File: config.mk
export PLATFORM = sky130hd
export DESIGN_NAME = ptm_timer
export DESIGN_NICKNAME = d
export VERILOG_FILES = /design/src/rtl/ptm_pkg.sv /design/src/rtl/ptm_timer.sv
export VERILOG_INCLUDE_DIRS = /design/src /design/src/rtl
export SDC_FILE = /design/constraint.sdc
export NUM_CORES = 1
export LEC_CHECK = 0
export BUFFER_PORTS_ARGS = -buffer_cell sky130_fd_sc_hd__buf_2
export CAP_MARGIN = 25
export CORE_MARGIN = 8
export CORE_UTILIZATION = 60
export DETAILED_ROUTE_END_ITERATION = 6
export GPL_TIMING_DRIVEN = 0
export PLACE_DENSITY = 0.9
export SKIP_CTS_REPAIR_TIMING = 1
export SKIP_LAST_GASP = 1
export SLEW_MARGIN = 20
export SYNTH_ARGS = -nofsm -noshare
export SYNTH_HDL_FRONTEND = slang
export SYNTH_SLANG_ARGS = --single-unit
File: constraint.sdc
create_clock -name clk -period 5.43 [get_ports clk]
set_input_delay 0.543 -clock clk [delete_from_list [all_inputs] [get_ports clk]]
set_output_delay 0.543 -clock clk [all_outputs]
set_load 0.005 [all_outputs]
File: src/rtl/ptm_cfg.svh
// register offsets, field positions, reset values and clock divides for the periodic timer
`ifndef PTM_CFG_SVH
`define PTM_CFG_SVH
`define PTM_OFF_CLK_RUN 8'h00
`define PTM_OFF_MODE_OUT 8'h04
`define PTM_OFF_CNT_LO 8'h08
`define PTM_OFF_CNT_HI 8'h0C
`define PTM_OFF_CMPA_LO 8'h10
`define PTM_OFF_CMPA_HI 8'h14
`define PTM_OFF_CMPP_LO 8'h18
`define PTM_OFF_CMPP_HI 8'h1C
`define PTM_BIT_PAUSE 7
`define PTM_BIT_CKSEL_HI 6
`define PTM_BIT_CKSEL_LO 4
`define PTM_BIT_RUN 3
`define PTM_BIT_MODE_HI 7
`define PTM_BIT_MODE_LO 6
`define PTM_BIT_IOF_HI 5
`define PTM_BIT_IOF_LO 4
`define PTM_BIT_INIT 3
`define PTM_BIT_INV 2
`define PTM_BIT_CAPSRC 1
`define PTM_BIT_CLRSEL 0
`define PTM_RST_REG 8'h00
`define PTM_DIV_SYS4 4
`define PTM_DIV_H16 16
`define PTM_DIV_H64 64
`endif

File: src/rtl/ptm_pkg.sv
// types shared by the periodic timer design
package ptm_pkg;
	typedef enum logic [1:0] {
		PTM_MODE_CMP,
		PTM_MODE_CAP,
		PTM_MODE_PWM,
		PTM_MODE_TMR
	} ptm_mode_t;
	typedef enum logic [1:0] {
		PTM_RESP_OKAY = 2'h0,
		PTM_RESP_SLVERR = 2'h2
	} ptm_resp_t;
endpackage : ptm_pkg

File: src/rtl/ptm_timer.sv
// 10-bit periodic timer with axi4-lite register access
`include "ptm_cfg.svh"
`timescale 1ns/10ps
`default_nettype none
module ptm_timer #(
	parameter int CNT_W = 10
) (
	// clock and reset
	input wire logic clk,
	input wire logic rst,
	// prescaled clock enables from the clock unit
	input wire logic high_clk_tick,
	input wire logic sub_clk_tick,
	// pins
	input wire logic external_clock_pin,
	input wire logic timer_io_pin_in,
	output logic timer_io_pin_out,
	output logic timer_io_pin_oe,
	// axi4-lite write address
	input wire logic [7:0] s_axi_awaddr,
	input wire logic s_axi_awvalid,
	output logic s_axi_awready,
	// axi4-lite write data
	input wire logic [31:0] s_axi_wdata,
	input wire logic [3:0] s_axi_wstrb,
	input wire logic s_axi_wvalid,
	output logic s_axi_wready,
	// axi4-lite write response
	output ptm_pkg::ptm_resp_t s_axi_bresp,
	output logic s_axi_bvalid,
	input wire logic s_axi_bready,
	// axi4-lite read
	input wire logic [7:0] s_axi_araddr,
	input wire logic s_axi_arvalid,
	output logic s_axi_arready,
	output logic [31:0] s_axi_rdata,
	output ptm_pkg::ptm_resp_t s_axi_rresp,
	output logic s_axi_rvalid,
	input wire logic s_axi_rready
);
	import ptm_pkg::*;

	////////////////////////////////////////////////////////////////////////////
	// registers
	logic [7:0] clk_run_ff;
	logic [7:0] mode_out_ff;
	logic [CNT_W-1:0] cmpa_ff;
	logic [CNT_W-1:0] cmpp_ff;
	logic [CNT_W-1:0] cnt_ff;
	logic [CNT_W-1:0] nxt_cnt;
	logic run_d_ff;
	logic out_ff;
	logic nxt_out;
	logic [2:0] ck_sync_ff;
	logic [2:0] io_sync_ff;
	logic ck_lvl_ff;
	logic io_lvl_ff;
	logic [5:0] pre_sys_ff;
	logic [5:0] pre_h_ff;

	wire pause = clk_run_ff[`PTM_BIT_PAUSE];
	wire [2:0] ck_sel = clk_run_ff[`PTM_BIT_CKSEL_HI:`PTM_BIT_CKSEL_LO];
	wire run = clk_run_ff[`PTM_BIT_RUN];
	wire [1:0] iof = mode_out_ff[`PTM_BIT_IOF_HI:`PTM_BIT_IOF_LO];
	wire init_lvl = mode_out_ff[`PTM_BIT_INIT];
	wire inv = mode_out_ff[`PTM_BIT_INV];
	wire cap_src = mode_out_ff[`PTM_BIT_CAPSRC];
	wire clr_sel = mode_out_ff[`PTM_BIT_CLRSEL];
	ptm_mode_t mode;
	assign mode = ptm_mode_t'(mode_out_ff[`PTM_BIT_MODE_HI:`PTM_BIT_MODE_LO]);

	////////////////////////////////////////////////////////////////////////////
	// pin synchronisers and clock sources
	always_ff @(posedge clk or posedge rst) begin
		if (rst) begin
			ck_sync_ff <= 3'h0;
			io_sync_ff <= 3'h0;
			ck_lvl_ff <= 1'b0;
			io_lvl_ff <= 1'b0;
		end else begin
			ck_sync_ff <= {ck_sync_ff[1:0], external_clock_pin};
			io_sync_ff <= {io_sync_ff[1:0], timer_io_pin_in};
			if (ck_sync_ff[2] == ck_sync_ff[1])
				ck_lvl_ff <= ck_sync_ff[2];
			if (io_sync_ff[2] == io_sync_ff[1])
				io_lvl_ff <= io_sync_ff[2];
		end
	end

	// a level change is taken only once stages two and three agree
	wire ck_new = (ck_sync_ff[2] == ck_sync_ff[1]) ? ck_sync_ff[2] : ck_lvl_ff;
	wire io_new = (io_sync_ff[2] == io_sync_ff[1]) ? io_sync_ff[2] : io_lvl_ff;
	wire ck_rise = ck_new & ~ck_lvl_ff;
	wire ck_fall = ~ck_new & ck_lvl_ff;
	wire io_rise = io_new & ~io_lvl_ff;
	wire io_fall = ~io_new & io_lvl_ff;

	always_ff @(posedge clk or posedge rst) begin
		if (rst) begin
			pre_sys_ff <= 6'h00;
			pre_h_ff <= 6'h00;
		end else begin
			pre_sys_ff <= pre_sys_ff + 6'h01;
			if (high_clk_tick)
				pre_h_ff <= pre_h_ff + 6'h01;
		end
	end

	wire sys4_tick = (pre_sys_ff[1:0] == 2'(`PTM_DIV_SYS4 - 1));
	wire h16_tick = high_clk_tick & (pre_h_ff[3:0] == 4'(`PTM_DIV_H16 - 1));
	wire h64_tick = high_clk_tick & (pre_h_ff == 6'(`PTM_DIV_H64 - 1));

	logic tick;
	always_comb begin
		unique case (ck_sel)
			3'h0: tick = sys4_tick;
			3'h1: tick = 1'b1;
			3'h2: tick = h16_tick;
			3'h3: tick = h64_tick;
			3'h4, 3'h5: tick = sub_clk_tick;
			3'h6: tick = ck_rise;
			3'h7: tick = ck_fall;
		endcase
	end

	////////////////////////////////////////////////////////////////////////////
	// counter and comparators
	wire run_rise = run & ~run_d_ff;
	wire match_a = (cnt_ff == cmpa_ff);
	wire match_p = (cnt_ff == cmpp_ff);
	wire p_zero = (cmpp_ff == '0);
	wire cnt_max = (cnt_ff == '1);
	// pwm period is exactly the compare p value: clear on the count before it,
	// which wraps to the top count when p is zero and gives the full period
	wire p_last = (cnt_ff == (cmpp_ff - 1'b1));
	wire step = run & ~pause & tick;
	wire pulse_mode = (mode == PTM_MODE_PWM) && (iof == 2'h3);

	logic clr_hit;
	always_comb begin
		if ((mode == PTM_MODE_CMP || mode == PTM_MODE_TMR) && clr_sel)
			clr_hit = match_a;
		else if (pulse_mode)
			clr_hit = 1'b0;
		else if (mode == PTM_MODE_PWM)
			clr_hit = p_last;
		else if (p_zero)
			clr_hit = cnt_max;
		else
			clr_hit = match_p;
	end

	// a single pulse ends on a compare a match and drops the run bit
	wire pulse_end = pulse_mode & step & match_a & ~run_rise;
	// in single pulse mode a rising clock pin edge also starts the pulse
	wire pin_start = pulse_mode & ~run & ck_rise;

	always_comb begin
		nxt_cnt = cnt_ff;
		if (run_rise)
			nxt_cnt = '0;
		else if (step)
			nxt_cnt = clr_hit ? '0 : cnt_ff + 1'b1;
	end

	wire cap_rise = cap_src ? ck_rise : io_rise;
	wire cap_fall = cap_src ? ck_fall : io_fall;
	wire cap_hit = (mode == PTM_MODE_CAP) && run &&
		((iof == 2'h0 && cap_rise) || (iof == 2'h1 && cap_fall) ||
		(iof == 2'h2 && (cap_rise || cap_fall)));

	////////////////////////////////////////////////////////////////////////////
	// output logic
	// duty at or past the period gives full duty
	wire [CNT_W:0] period = p_zero ? (CNT_W+1)'(1 << CNT_W) : {1'b0, cmpp_ff};
	wire pwm_act = ({1'b0, cnt_ff} < {1'b0, cmpa_ff}) || ({1'b0, cmpa_ff} >= period);

	always_comb begin
		nxt_out = out_ff;
		if (run_rise && mode != PTM_MODE_CAP)
			nxt_out = init_lvl;
		else if (mode == PTM_MODE_CMP && step && match_a) begin
			unique case (iof)
				2'h0: nxt_out = out_ff;
				2'h1: nxt_out = 1'b0;
				2'h2: nxt_out = 1'b1;
				2'h3: nxt_out = ~out_ff;
			endcase
		end else if (mode == PTM_MODE_PWM) begin
			// pwm field, active level from initial bit
			unique case (iof)
				2'h0: nxt_out = ~init_lvl;
				2'h1: nxt_out = init_lvl;
				2'h2: nxt_out = run ? (pwm_act ? init_lvl : ~init_lvl) : out_ff;
				2'h3: nxt_out = (pulse_end | ~run) ? ~init_lvl : init_lvl;
			endcase
		end
	end

	// invert; timer mode leaves the pin alone
	assign timer_io_pin_out = out_ff ^ inv;
	assign timer_io_pin_oe = (mode == PTM_MODE_CMP) || (mode == PTM_MODE_PWM);

	always_ff @(posedge clk or posedge rst) begin
		if (rst) begin
			cnt_ff <= '0;
			run_d_ff <= 1'b0;
			out_ff <= 1'b0;
		end else begin
			cnt_ff <= nxt_cnt;
			run_d_ff <= run;
			out_ff <= nxt_out;
		end
	end

	////////////////////////////////////////////////////////////////////////////
	// axi4-lite slave
	logic aw_ok_ff;
	logic w_ok_ff;
	logic [7:0] awaddr_ff;
	logic [7:0] wbyte_ff;
	logic wstrb0_ff;
	logic bvalid_ff;
	logic bad_w_ff;
	logic rvalid_ff;
	logic [31:0] rdata_ff;
	logic bad_r_ff;

	function automatic logic addr_known(input logic [7:0] a);
		addr_known = (a[1:0] == 2'h0) && (a <= `PTM_OFF_CMPP_HI);
	endfunction

	assign s_axi_awready = ~aw_ok_ff & ~bvalid_ff;
	assign s_axi_wready = ~w_ok_ff & ~bvalid_ff;
	assign s_axi_bvalid = bvalid_ff;
	assign s_axi_bresp = bad_w_ff ? PTM_RESP_SLVERR : PTM_RESP_OKAY;
	assign s_axi_arready = ~rvalid_ff;
	assign s_axi_rvalid = rvalid_ff;
	assign s_axi_rdata = rdata_ff;
	assign s_axi_rresp = bad_r_ff ? PTM_RESP_SLVERR : PTM_RESP_OKAY;

	wire aw_take = s_axi_awvalid & s_axi_awready;
	wire w_take = s_axi_wvalid & s_axi_wready;
	wire have_aw = aw_ok_ff | aw_take;
	wire have_w = w_ok_ff | w_take;
	wire [7:0] wa = aw_ok_ff ? awaddr_ff : s_axi_awaddr;
	wire [7:0] wd = w_ok_ff ? wbyte_ff : s_axi_wdata[7:0];
	wire ws = w_ok_ff ? wstrb0_ff : s_axi_wstrb[0];
	wire do_wr = have_aw & have_w & ~bvalid_ff;
	wire wr_en = do_wr & ws & addr_known(wa);

	always_ff @(posedge clk or posedge rst) begin
		if (rst) begin
			aw_ok_ff <= 1'b0;
			w_ok_ff <= 1'b0;
			awaddr_ff <= 8'h00;
			wbyte_ff <= 8'h00;
			wstrb0_ff <= 1'b0;
			bvalid_ff <= 1'b0;
			bad_w_ff <= 1'b0;
		end else begin
			if (aw_take)
				awaddr_ff <= s_axi_awaddr;
			if (w_take) begin
				wbyte_ff <= s_axi_wdata[7:0];
				wstrb0_ff <= s_axi_wstrb[0];
			end
			aw_ok_ff <= have_aw & ~do_wr;
			w_ok_ff <= have_w & ~do_wr;
			if (do_wr) begin
				bvalid_ff <= 1'b1;
				bad_w_ff <= ~addr_known(wa);
			end else if (s_axi_bready)
				bvalid_ff <= 1'b0;
		end
	end

	// writable fields; reserved bits stay zero
	always_ff @(posedge clk or posedge rst) begin
		if (rst) begin
			clk_run_ff <= `PTM_RST_REG;
			mode_out_ff <= `PTM_RST_REG;
			cmpa_ff <= '0;
			cmpp_ff <= '0;
		end else begin
			if (wr_en && wa == `PTM_OFF_CLK_RUN)
				clk_run_ff <= {wd[7:3], 3'h0};
			else if (pulse_end)
				clk_run_ff[`PTM_BIT_RUN] <= 1'b0;
			else if (pin_start)
				clk_run_ff[`PTM_BIT_RUN] <= 1'b1;
			if (wr_en && wa == `PTM_OFF_MODE_OUT)
				mode_out_ff <= wd;
			if (wr_en && wa == `PTM_OFF_CMPA_LO)
				cmpa_ff[7:0] <= wd;
			else if (wr_en && wa == `PTM_OFF_CMPA_HI)
				cmpa_ff[CNT_W-1:8] <= wd[CNT_W-9:0];
			else if (cap_hit)
				cmpa_ff <= cnt_ff;
			if (wr_en && wa == `PTM_OFF_CMPP_LO)
				cmpp_ff[7:0] <= wd;
			else if (wr_en && wa == `PTM_OFF_CMPP_HI)
				cmpp_ff[CNT_W-1:8] <= wd[CNT_W-9:0];
		end
	end

	logic [7:0] rd_byte;
	always_comb begin
		unique case (s_axi_araddr)
			`PTM_OFF_CLK_RUN: rd_byte = clk_run_ff;
			`PTM_OFF_MODE_OUT: rd_byte = mode_out_ff;
			`PTM_OFF_CNT_LO: rd_byte = cnt_ff[7:0];
			`PTM_OFF_CNT_HI: rd_byte = 8'({cnt_ff[CNT_W-1:8]});
			`PTM_OFF_CMPA_LO: rd_byte = cmpa_ff[7:0];
			`PTM_OFF_CMPA_HI: rd_byte = 8'({cmpa_ff[CNT_W-1:8]});
			`PTM_OFF_CMPP_LO: rd_byte = cmpp_ff[7:0];
			`PTM_OFF_CMPP_HI: rd_byte = 8'({cmpp_ff[CNT_W-1:8]});
			default: rd_byte = 8'h00;
		endcase
	end

	always_ff @(posedge clk or posedge rst) begin
		if (rst) begin
			rvalid_ff <= 1'b0;
			rdata_ff <= 32'h0000_0000;
			bad_r_ff <= 1'b0;
		end else if (s_axi_arvalid && s_axi_arready) begin
			rvalid_ff <= 1'b1;
			rdata_ff <= {24'h000000, rd_byte};
			bad_r_ff <= ~addr_known(s_axi_araddr);
		end else if (s_axi_rready)
			rvalid_ff <= 1'b0;
	end
endmodule : ptm_timer
`default_nettype wire

==> out/results.tsv, run 1 <==
stage	metric	value	unit
setup_path	R2R Path End	out_ff$_DFFE_PP0P_	
drt	First DRT Iteration DRCs	432	
clocking	clock tree sinks	92	
synth	Yosys top cell by area	dfrtp_1	
floorplan	Die H	114	um
sta	Final setup violation count	0	
floorplan	initial core utilization	61.8	%
place	RePlAce Congestion	0.954	
drt	Via Count	4994	
synth	area of the mapped netlist	5740	um^2
setup_path	Worst R2R Start	cmpp_ff[0]$_DFFE_PP0P_	
power_and_ir_drop	Static Leakage	3.01	nW
sta	Tmin final	3.40	ns
floorplan	Die ar.	13000	um^2
sta	Least-Margin Pin Slew	0.671	ns
drt	met2 wire len	7.18	mm
floorplan	IO Count	106	
drt	Via density	6.00	
sta	fin crit share	62.5	%
job	max-cap violation count	0	
synth	Synth async-reset ratio	100	%
synth	top cells by count, synth	dfrtp_1, nand2_1, nor2_1	
setup_path	reg2reg path depth	15	
cells_and_area	Layout Nets	788	
global_route	vias in the first global route	4937	
hold_path	type of the worst min-delay path	in2async	
synth	Post-synth EDFFs	0	
clocking	CTS tree	done	
setup_path	CP Class	reg2reg	
floorplan	Site Rows	35	
sta	fin worst setup slack	2.03	ns
status	status	finished clean	
sta	Fin. Hold Viols	0	
place	Port Buffers	51	
cells_and_area	layout cells sized above 1	19.3	%
synth	top-count cell post-synth	dfrtp_1	
sta	total negative setup slack	0	ns
clocking	Clock Latency Late Sink	0.38	ns
place	HPWL Detailed	11.4	mm
clocking	CTS Buf Count	9	
drt	drt wl/cell	18.6	um
sta	f_max	0.294	GHz
clocking	clock buffer depth	2	
cells_and_area	Cell Count, Final, Fillers Out	832	
global_route	global-route wire length before repair	24.4	mm
setup_path	startpoint types	flop	
place	Place WS	2.07	ns
setup_path	Critical Path RT	5.70	ns
global_route	total grt overflow	0	
global_route	largest net degree at the start of global routing	50	
drt	remaining antenna violation count after routing	0	
cells_and_area	final core occ	69.9	%
synth	Yosys reg bits	92	
sta	Hold Slack	0.230	ns
setup_path	reg2reg setup slack	2.03	ns
drt	TritonRoute pass-1 iters	6	
synth	Most used DFF post-synth	dfrtp_1	
cells_and_area	Syn-to-layout area delta	13.0	%
synth	post-synthesis sequential area ratio	40.1	%
drt	Metal-1 WL	6.16	mm
setup_path	critical path arrival	3.66	ns
drt	Total Wirelength	15.4	mm
global_route	initial antenna violation count	0	
synth	Avg Cell Area, Syn	9.41	um^2
sta	unrepaired setup endpoints after global routing	false	
power_and_ir_drop	VDD IR max	0.287	mV
clocking	H-tree depth	3	
setup_path	Crit Path Max Fanout	9	
power_and_ir_drop	Power Density	287	nW/um^2
clocking	root buf cell	clkbuf_8	
place	dpl cells	816	
sta	Worst Skew	0.0169	ns
setup_path	Setup crit end kind	flop	
global_route	GRT Total Usage	23.7	%
synth	Post-Syn Instances	610	
cells_and_area	antenna cells	0	
floorplan	Die X	114	um
drt	DR DRC count	0	
synth	post-synth top area share	40.1	%
clocking	clk slew on worst S/H paths	0.11	ns
synth	top post-synthesis cells by area	dfrtp_1, ha_1, mux2i_1	
sta	Max Slew Vio Count	0	
drt	met3 routed WL	1.61	mm
drt	highest metal used	met4	
floorplan	core region area	9280	um^2
synth	yosys warns	0	
cells_and_area	Fillers	718	
sta	Slew headroom	54.0	%
synth	Yosys cell types	68	
-- worst max-delay path, stage by stage, from the launching register on --
cell and delay [ns]:
dfrtp_1 0.37, buf_2 0.18, inv_1 0.09, ha_1 0.22, nor3b_1 0.47, and2_4 0.27, a21oi_1 0.07, ha_1 0.29
nor2b_1 0.11, o21ai_0 0.12, a221oi_1 0.26, a21oi_1 0.10, o31ai_1 0.35, a21oi_1 0.16, o2bb2ai_1 0.17, a21oi_1 0.05
-- layout make-up --
type	count	area, um^2	area share [%]
Multi-Input combinational cell	454	3060	47.2
Sequential cell	92	2300	35.5
Buffer	57	349	5.38
Timing Repair Buffer	52	275	4.24
Tap cell	129	161	2.49
Clock buffer	9	124	1.91
Inverter	32	123	1.89
Clock inverter	7	91.3	1.41
-- per-layer routing --
metal | vias up | global-route usage, %
met5 | - | 0
met4 | 0 | 10.8
met3 | 50 | 6.18
met2 | 273 | 38.7
met1 | 2366 | 28.7
li1 | 2305 | -
-- cells by family after synthesis --
family / count (synthesis) / synth area share (%)
flip-flops: 92 / 40.1
XOR/XNOR: 15 / 2.29
buffers and inverters: 89 / 8.18
AND/OR/NAND/NOR: 191 / 17.1
AO/OA/AOI/OAI: 140 / 16.3
other: 1 / 0.0653
adder cells (fa/ha/maj): 29 / 6.23
multiplexers: 53 / 9.70
-- sequential cells by signal, indices dropped and copies added (netlist names), 2 cells and up --
| register | count |
|---|---|
| awaddr_ff | 8 |
| ck_sync_ff | 3 |
| clk_run_ff | 5 |
| cmpa_ff | 10 |
| cmpp_ff | 10 |
| cnt_ff | 10 |
| io_sync_ff | 3 |
| mode_out_ff | 8 |
| pre_h_ff | 6 |
| pre_sys_ff | 2 |
| s_axi_rdata | 8 |
| wbyte_ff | 8 |
-- worst max path at each step --
stage,startpoint,to,slack (ns),cells past startpoint
detailed placement,cmpp_ff[0]$_DFFE_PP0P_,out_ff$_DFFE_PP0P_,2.07,15
floorplan,rst,aw_ok_ff$_DFF_PP0_,2.50,1
finish,cmpp_ff[0]$_DFFE_PP0P_,out_ff$_DFFE_PP0P_,2.03,15
CTS,cmpp_ff[0]$_DFFE_PP0P_,out_ff$_DFFE_PP0P_,2.05,15
global placement,rst,s_axi_rdata[0]$_DFFE_PP0P_,1.59,2
global route,cmpp_ff[0]$_DFFE_PP0P_,out_ff$_DFFE_PP0P_,1.68,15
-- power by group --
group | switching, W | internal [W] | total (W) | leakage [nW]
logic | 0.000250 | 0.000236 | 0.000486 | 1.71
clock network | 0.000294 | 0.000187 | 0.000481 | 0.106
registers | 0.0000922 | 0.000800 | 0.000893 | 1.19
total | 0.000637 | 0.00122 | 0.00186 | 3.01
-- cells in the final DEF, fill, tap and decap left out, types with 4 or more instances in the layout --
| cell type | count |
|---|---|
| a211oi_1 | 4 |
| a21o_1 | 4 |
| a21oi_1 | 36 |
| a221oi_1 | 7 |
| a22o_1 | 6 |
| a22oi_1 | 11 |
| a31oi_1 | 6 |
| and3_1 | 8 |
| buf_2 | 57 |
| buf_4 | 30 |
| clkbuf_1 | 17 |
| clkbuf_8 | 9 |
| clkinv_8 | 4 |
| conb_1 | 26 |
| dfrtp_1 | 92 |
| ha_1 | 27 |
| inv_1 | 31 |
| mux2_2 | 20 |
| mux2i_1 | 32 |
| nand2_1 | 61 |
| nand2b_1 | 5 |
| nand3_1 | 18 |
| nand4_1 | 10 |
| nor2_1 | 38 |
| nor2b_1 | 14 |
| nor3_1 | 6 |
| nor3b_1 | 5 |
| nor4_1 | 4 |
| o211ai_1 | 4 |
| o21ai_0 | 30 |
| o2bb2ai_1 | 4 |
| xnor2_1 | 7 |
| xor2_1 | 8 |
-- metrics by stage --
| stage | cell area [um^2] | power, W |
|---|---|---|
| final | 6490 | 0.00186 |
| after global routing | 6490 | 0.00194 |
| after CTS | 6490 | 0.00186 |
| after detailed placement | 6270 | 0.00139 |
| after global placement | 6250 | 0.00134 |
| after floorplan | 5830 | 0.00123 |
Note: power is estimated with default switching activity, not from simulation.
==> inputs of run 2 (changes only) <==
--- a/config.mk
+++ b/config.mk
@@ -9,10 +9,10 @@
 export BUFFER_PORTS_ARGS = -buffer_cell sky130_fd_sc_hd__buf_2
 export CAP_MARGIN = 25
 export CORE_MARGIN = 8
-export CORE_UTILIZATION = 60
+export CORE_UTILIZATION = 51
 export DETAILED_ROUTE_END_ITERATION = 6
 export GPL_TIMING_DRIVEN = 0
-export PLACE_DENSITY = 0.9
+export PLACE_DENSITY = 0.82
 export SKIP_CTS_REPAIR_TIMING = 1
 export SKIP_LAST_GASP = 1
 export SLEW_MARGIN = 20
==> constraint.sdc (replaced) <==
create_clock -name clk -period 2.9 [get_ports clk]
set_input_delay 0.29 -clock clk [delete_from_list [all_inputs] [get_ports clk]]
set_output_delay 0.29 -clock clk [all_outputs]
set_load 0.005 [all_outputs]
==> run 2 against run 1 <==
The flow now finishes with violations (negative setup slack); die area up 15%; wire length grew 0.49%; clock power grew to 2.7 times the previous value; maximum frequency is 17% higher; clock-buffer cell count is the same; hold slack got worse by 0.19 ns; utilization decreased by 7.3 points; critical path type unchanged; largest power group unchanged; highest routed layer unchanged.
==> out/results.tsv, run 2 (synthesized netlist as in run 1, its figures left out) <==
stage	metric	value	unit
sta	Hold Slack	0.0378	ns
setup_path	Critical Path RT	3.13	ns
sta	Tmin final	2.91	ns
floorplan	IO Count	106	
setup_path	reg2reg path depth	15	
power_and_ir_drop	Design Power	0.00391	W
cells_and_area	Layout Nets	801	
cells_and_area	final core occ	62.6	%
place	RePlAce Congestion	0.956	
hold_path	type of the worst min-delay path	in2async	
sta	fin crit share	100	%
power_and_ir_drop	VDD IR max	0.752	mV
sta	Least-Margin Pin Slew	0.653	ns
drt	drt wl/cell	18.1	um
clocking	H-tree depth	3	
place	HPWL Detailed	11.1	mm
clocking	clk slew on worst S/H paths	0.07	ns
sta	unrepaired setup endpoints after global routing	true	
cells_and_area	leading cell types in the layout, fill and taps excluded	dfrtp_1, nand2_1, buf_2	
global_route	largest net degree at the start of global routing	55	
floorplan	Die H	122	um
cells_and_area	Syn-to-layout area delta	19.2	%
global_route	GRT Total Usage	20.9	%
place	placed instance area	6290	um^2
power_and_ir_drop	cell internal pwr	0.00273	W
global_route	vias in the first global route	4860	
cells_and_area	most common cell after layout, fill and taps aside	dfrtp_1	
clocking	clock buffer depth	2	
status	failing checks	negative setup slack	
clocking	clock tree sinks	92	
setup_path	startpoint types	flop	
power_and_ir_drop	Psw	0.00118	W
floorplan	Die X	122	um
status	status	finished, violations left	
clocking	root buf cell	clkbuf_16	
sta	f_max	0.344	GHz
drt	TritonRoute pass-1 iters	6	
sta	Final setup violation count	1	
floorplan	initial core utilization	52.5	%
floorplan	Die ar.	14900	um^2
global_route	initial antenna violation count	0	
drt	DR DRC count	0	
job	max-cap violation count	0	
global_route	global-route wire length before repair	24.6	mm
setup_path	critical path arrival	3.13	ns
drt	First DRT Iteration DRCs	606	
power_and_ir_drop	Power Density	571	nW/um^2
cells_and_area	antenna cells	0	
drt	remaining antenna violation count after routing	0	
global_route	total grt overflow	0	
power_and_ir_drop	Static Leakage	3.15	nW
sta	fin worst setup slack	-0.00587	ns
clocking	Clock Latency Late Sink	0.35	ns
power_and_ir_drop	Comb pwr share	23.9	%
drt	Total Wirelength	15.5	mm
floorplan	core region area	10900	um^2
sta	Fin. Hold Viols	0	
setup_path	Crit Path Max Fanout	4	
floorplan	Site Rows	38	
drt	Via Count	5024	
sta	Slew headroom	55.2	%
clocking	CTS tree	done	
cells_and_area	Design Area, Final	6840	um^2
power_and_ir_drop	Sequential Power Share	42.5	%
sta	Worst Skew	0.00835	ns
drt	Via density	5.87	
power_and_ir_drop	sw frac	30.1	%
sta	Max Slew Vio Count	0	
cells_and_area	Largest regs	cmpa_ff (10), cmpp_ff (10), cnt_ff (10)	
place	Port Buffers	51	
setup_path	Setup crit end kind	flop	
cells_and_area	layout cells sized above 1	24.2	%
power_and_ir_drop	Clock power frac	33.5	%
clocking	CTS Buf Count	9	
setup_path	CP Class	reg2reg	
==> run 2: per-layer routing <==
metal	global-route usage, %	part of all wire [%]	up-vias
met3	5.97	11	34
met5	0	0	-
met1	26.8	41	2406
met4	7.62	2.6	0
li1	-	-	2338
met2	32.9	46	246
==> run 2: critical path: stages (launching register included) <==
cell and delay (ns):
dfrtp_1 0.38, buf_6 0.13, inv_4 0.06, ha_4 0.13, nor3b_4 0.23, and2_4 0.21
a21oi_2 0.06, ha_1 0.31, nor2b_2 0.14, o21ai_2 0.08, a221oi_2 0.26, a21oi_1 0.12
o31ai_2 0.37, a21oi_2 0.13, o2bb2ai_2 0.14, a21oi_1 0.05
==> run 2: per-stage QoR <==
step	setup slack (ns)	cells	TNS, ns
2_1_floorplan	0.145	635	0
3_3_place_gp	-0.692	826	-63.85
3_5_place_dp	-0.615	827	-1.85
4_1_cts	-0.626	843	-1.95
5_1_grt	-0.0916	856	-0.120
6_report	-0.00587	856	-0.00587
==> run 2: final timing paths <==
check | from | to | slack, ns
min in group clk | timer_io_pin_in | io_sync_ff[0]$_DFF_PP0_ | 0.04
min | rst | wbyte_ff[1]$_DFFE_PP0P_ | 0.04
max in group asynchronous | rst | cnt_ff[9]$_DFFE_PP0P_ | 2.20
max reg2reg | cmpp_ff[0]$_DFFE_PP0P_ | out_ff$_DFFE_PP0P_ | -0.006
min reg2reg | io_sync_ff[0]$_DFF_PP0_ | io_sync_ff[1]$_DFF_PP0_ | 0.35
max | cmpp_ff[0]$_DFFE_PP0P_ | out_ff$_DFFE_PP0P_ | -0.006
==> run 2: final cells by class <==
class                           instances  area, um^2
Timing Repair Buffer                   67         388
Tap cell                              140         175
Clock buffer                            9         225
Sequential cell                        92        2300
Fill cell                             885        4100
Inverter                               32         125
Clock inverter                          7         105
Multi-Input combinational cell        454        3170
Buffer                                 55         352
==> run 2: power by group through the flow <==
| stage | Sequential, W | Clock [W] | Combinational [W] |
|---|---|---|---|
| 2_1_floorplan | 0.00164 | 0 | 0.000667 |
| 3_3_place_gp | 0.00167 | 0 | 0.000854 |
| 3_5_place_dp | 0.00168 | 0 | 0.000894 |
| 4_1_cts | 0.00166 | 0.00131 | 0.000900 |
| 5_1_grt | 0.00169 | 0.00137 | 0.00103 |
| 6_report | 0.00166 | 0.00131 | 0.000934 |
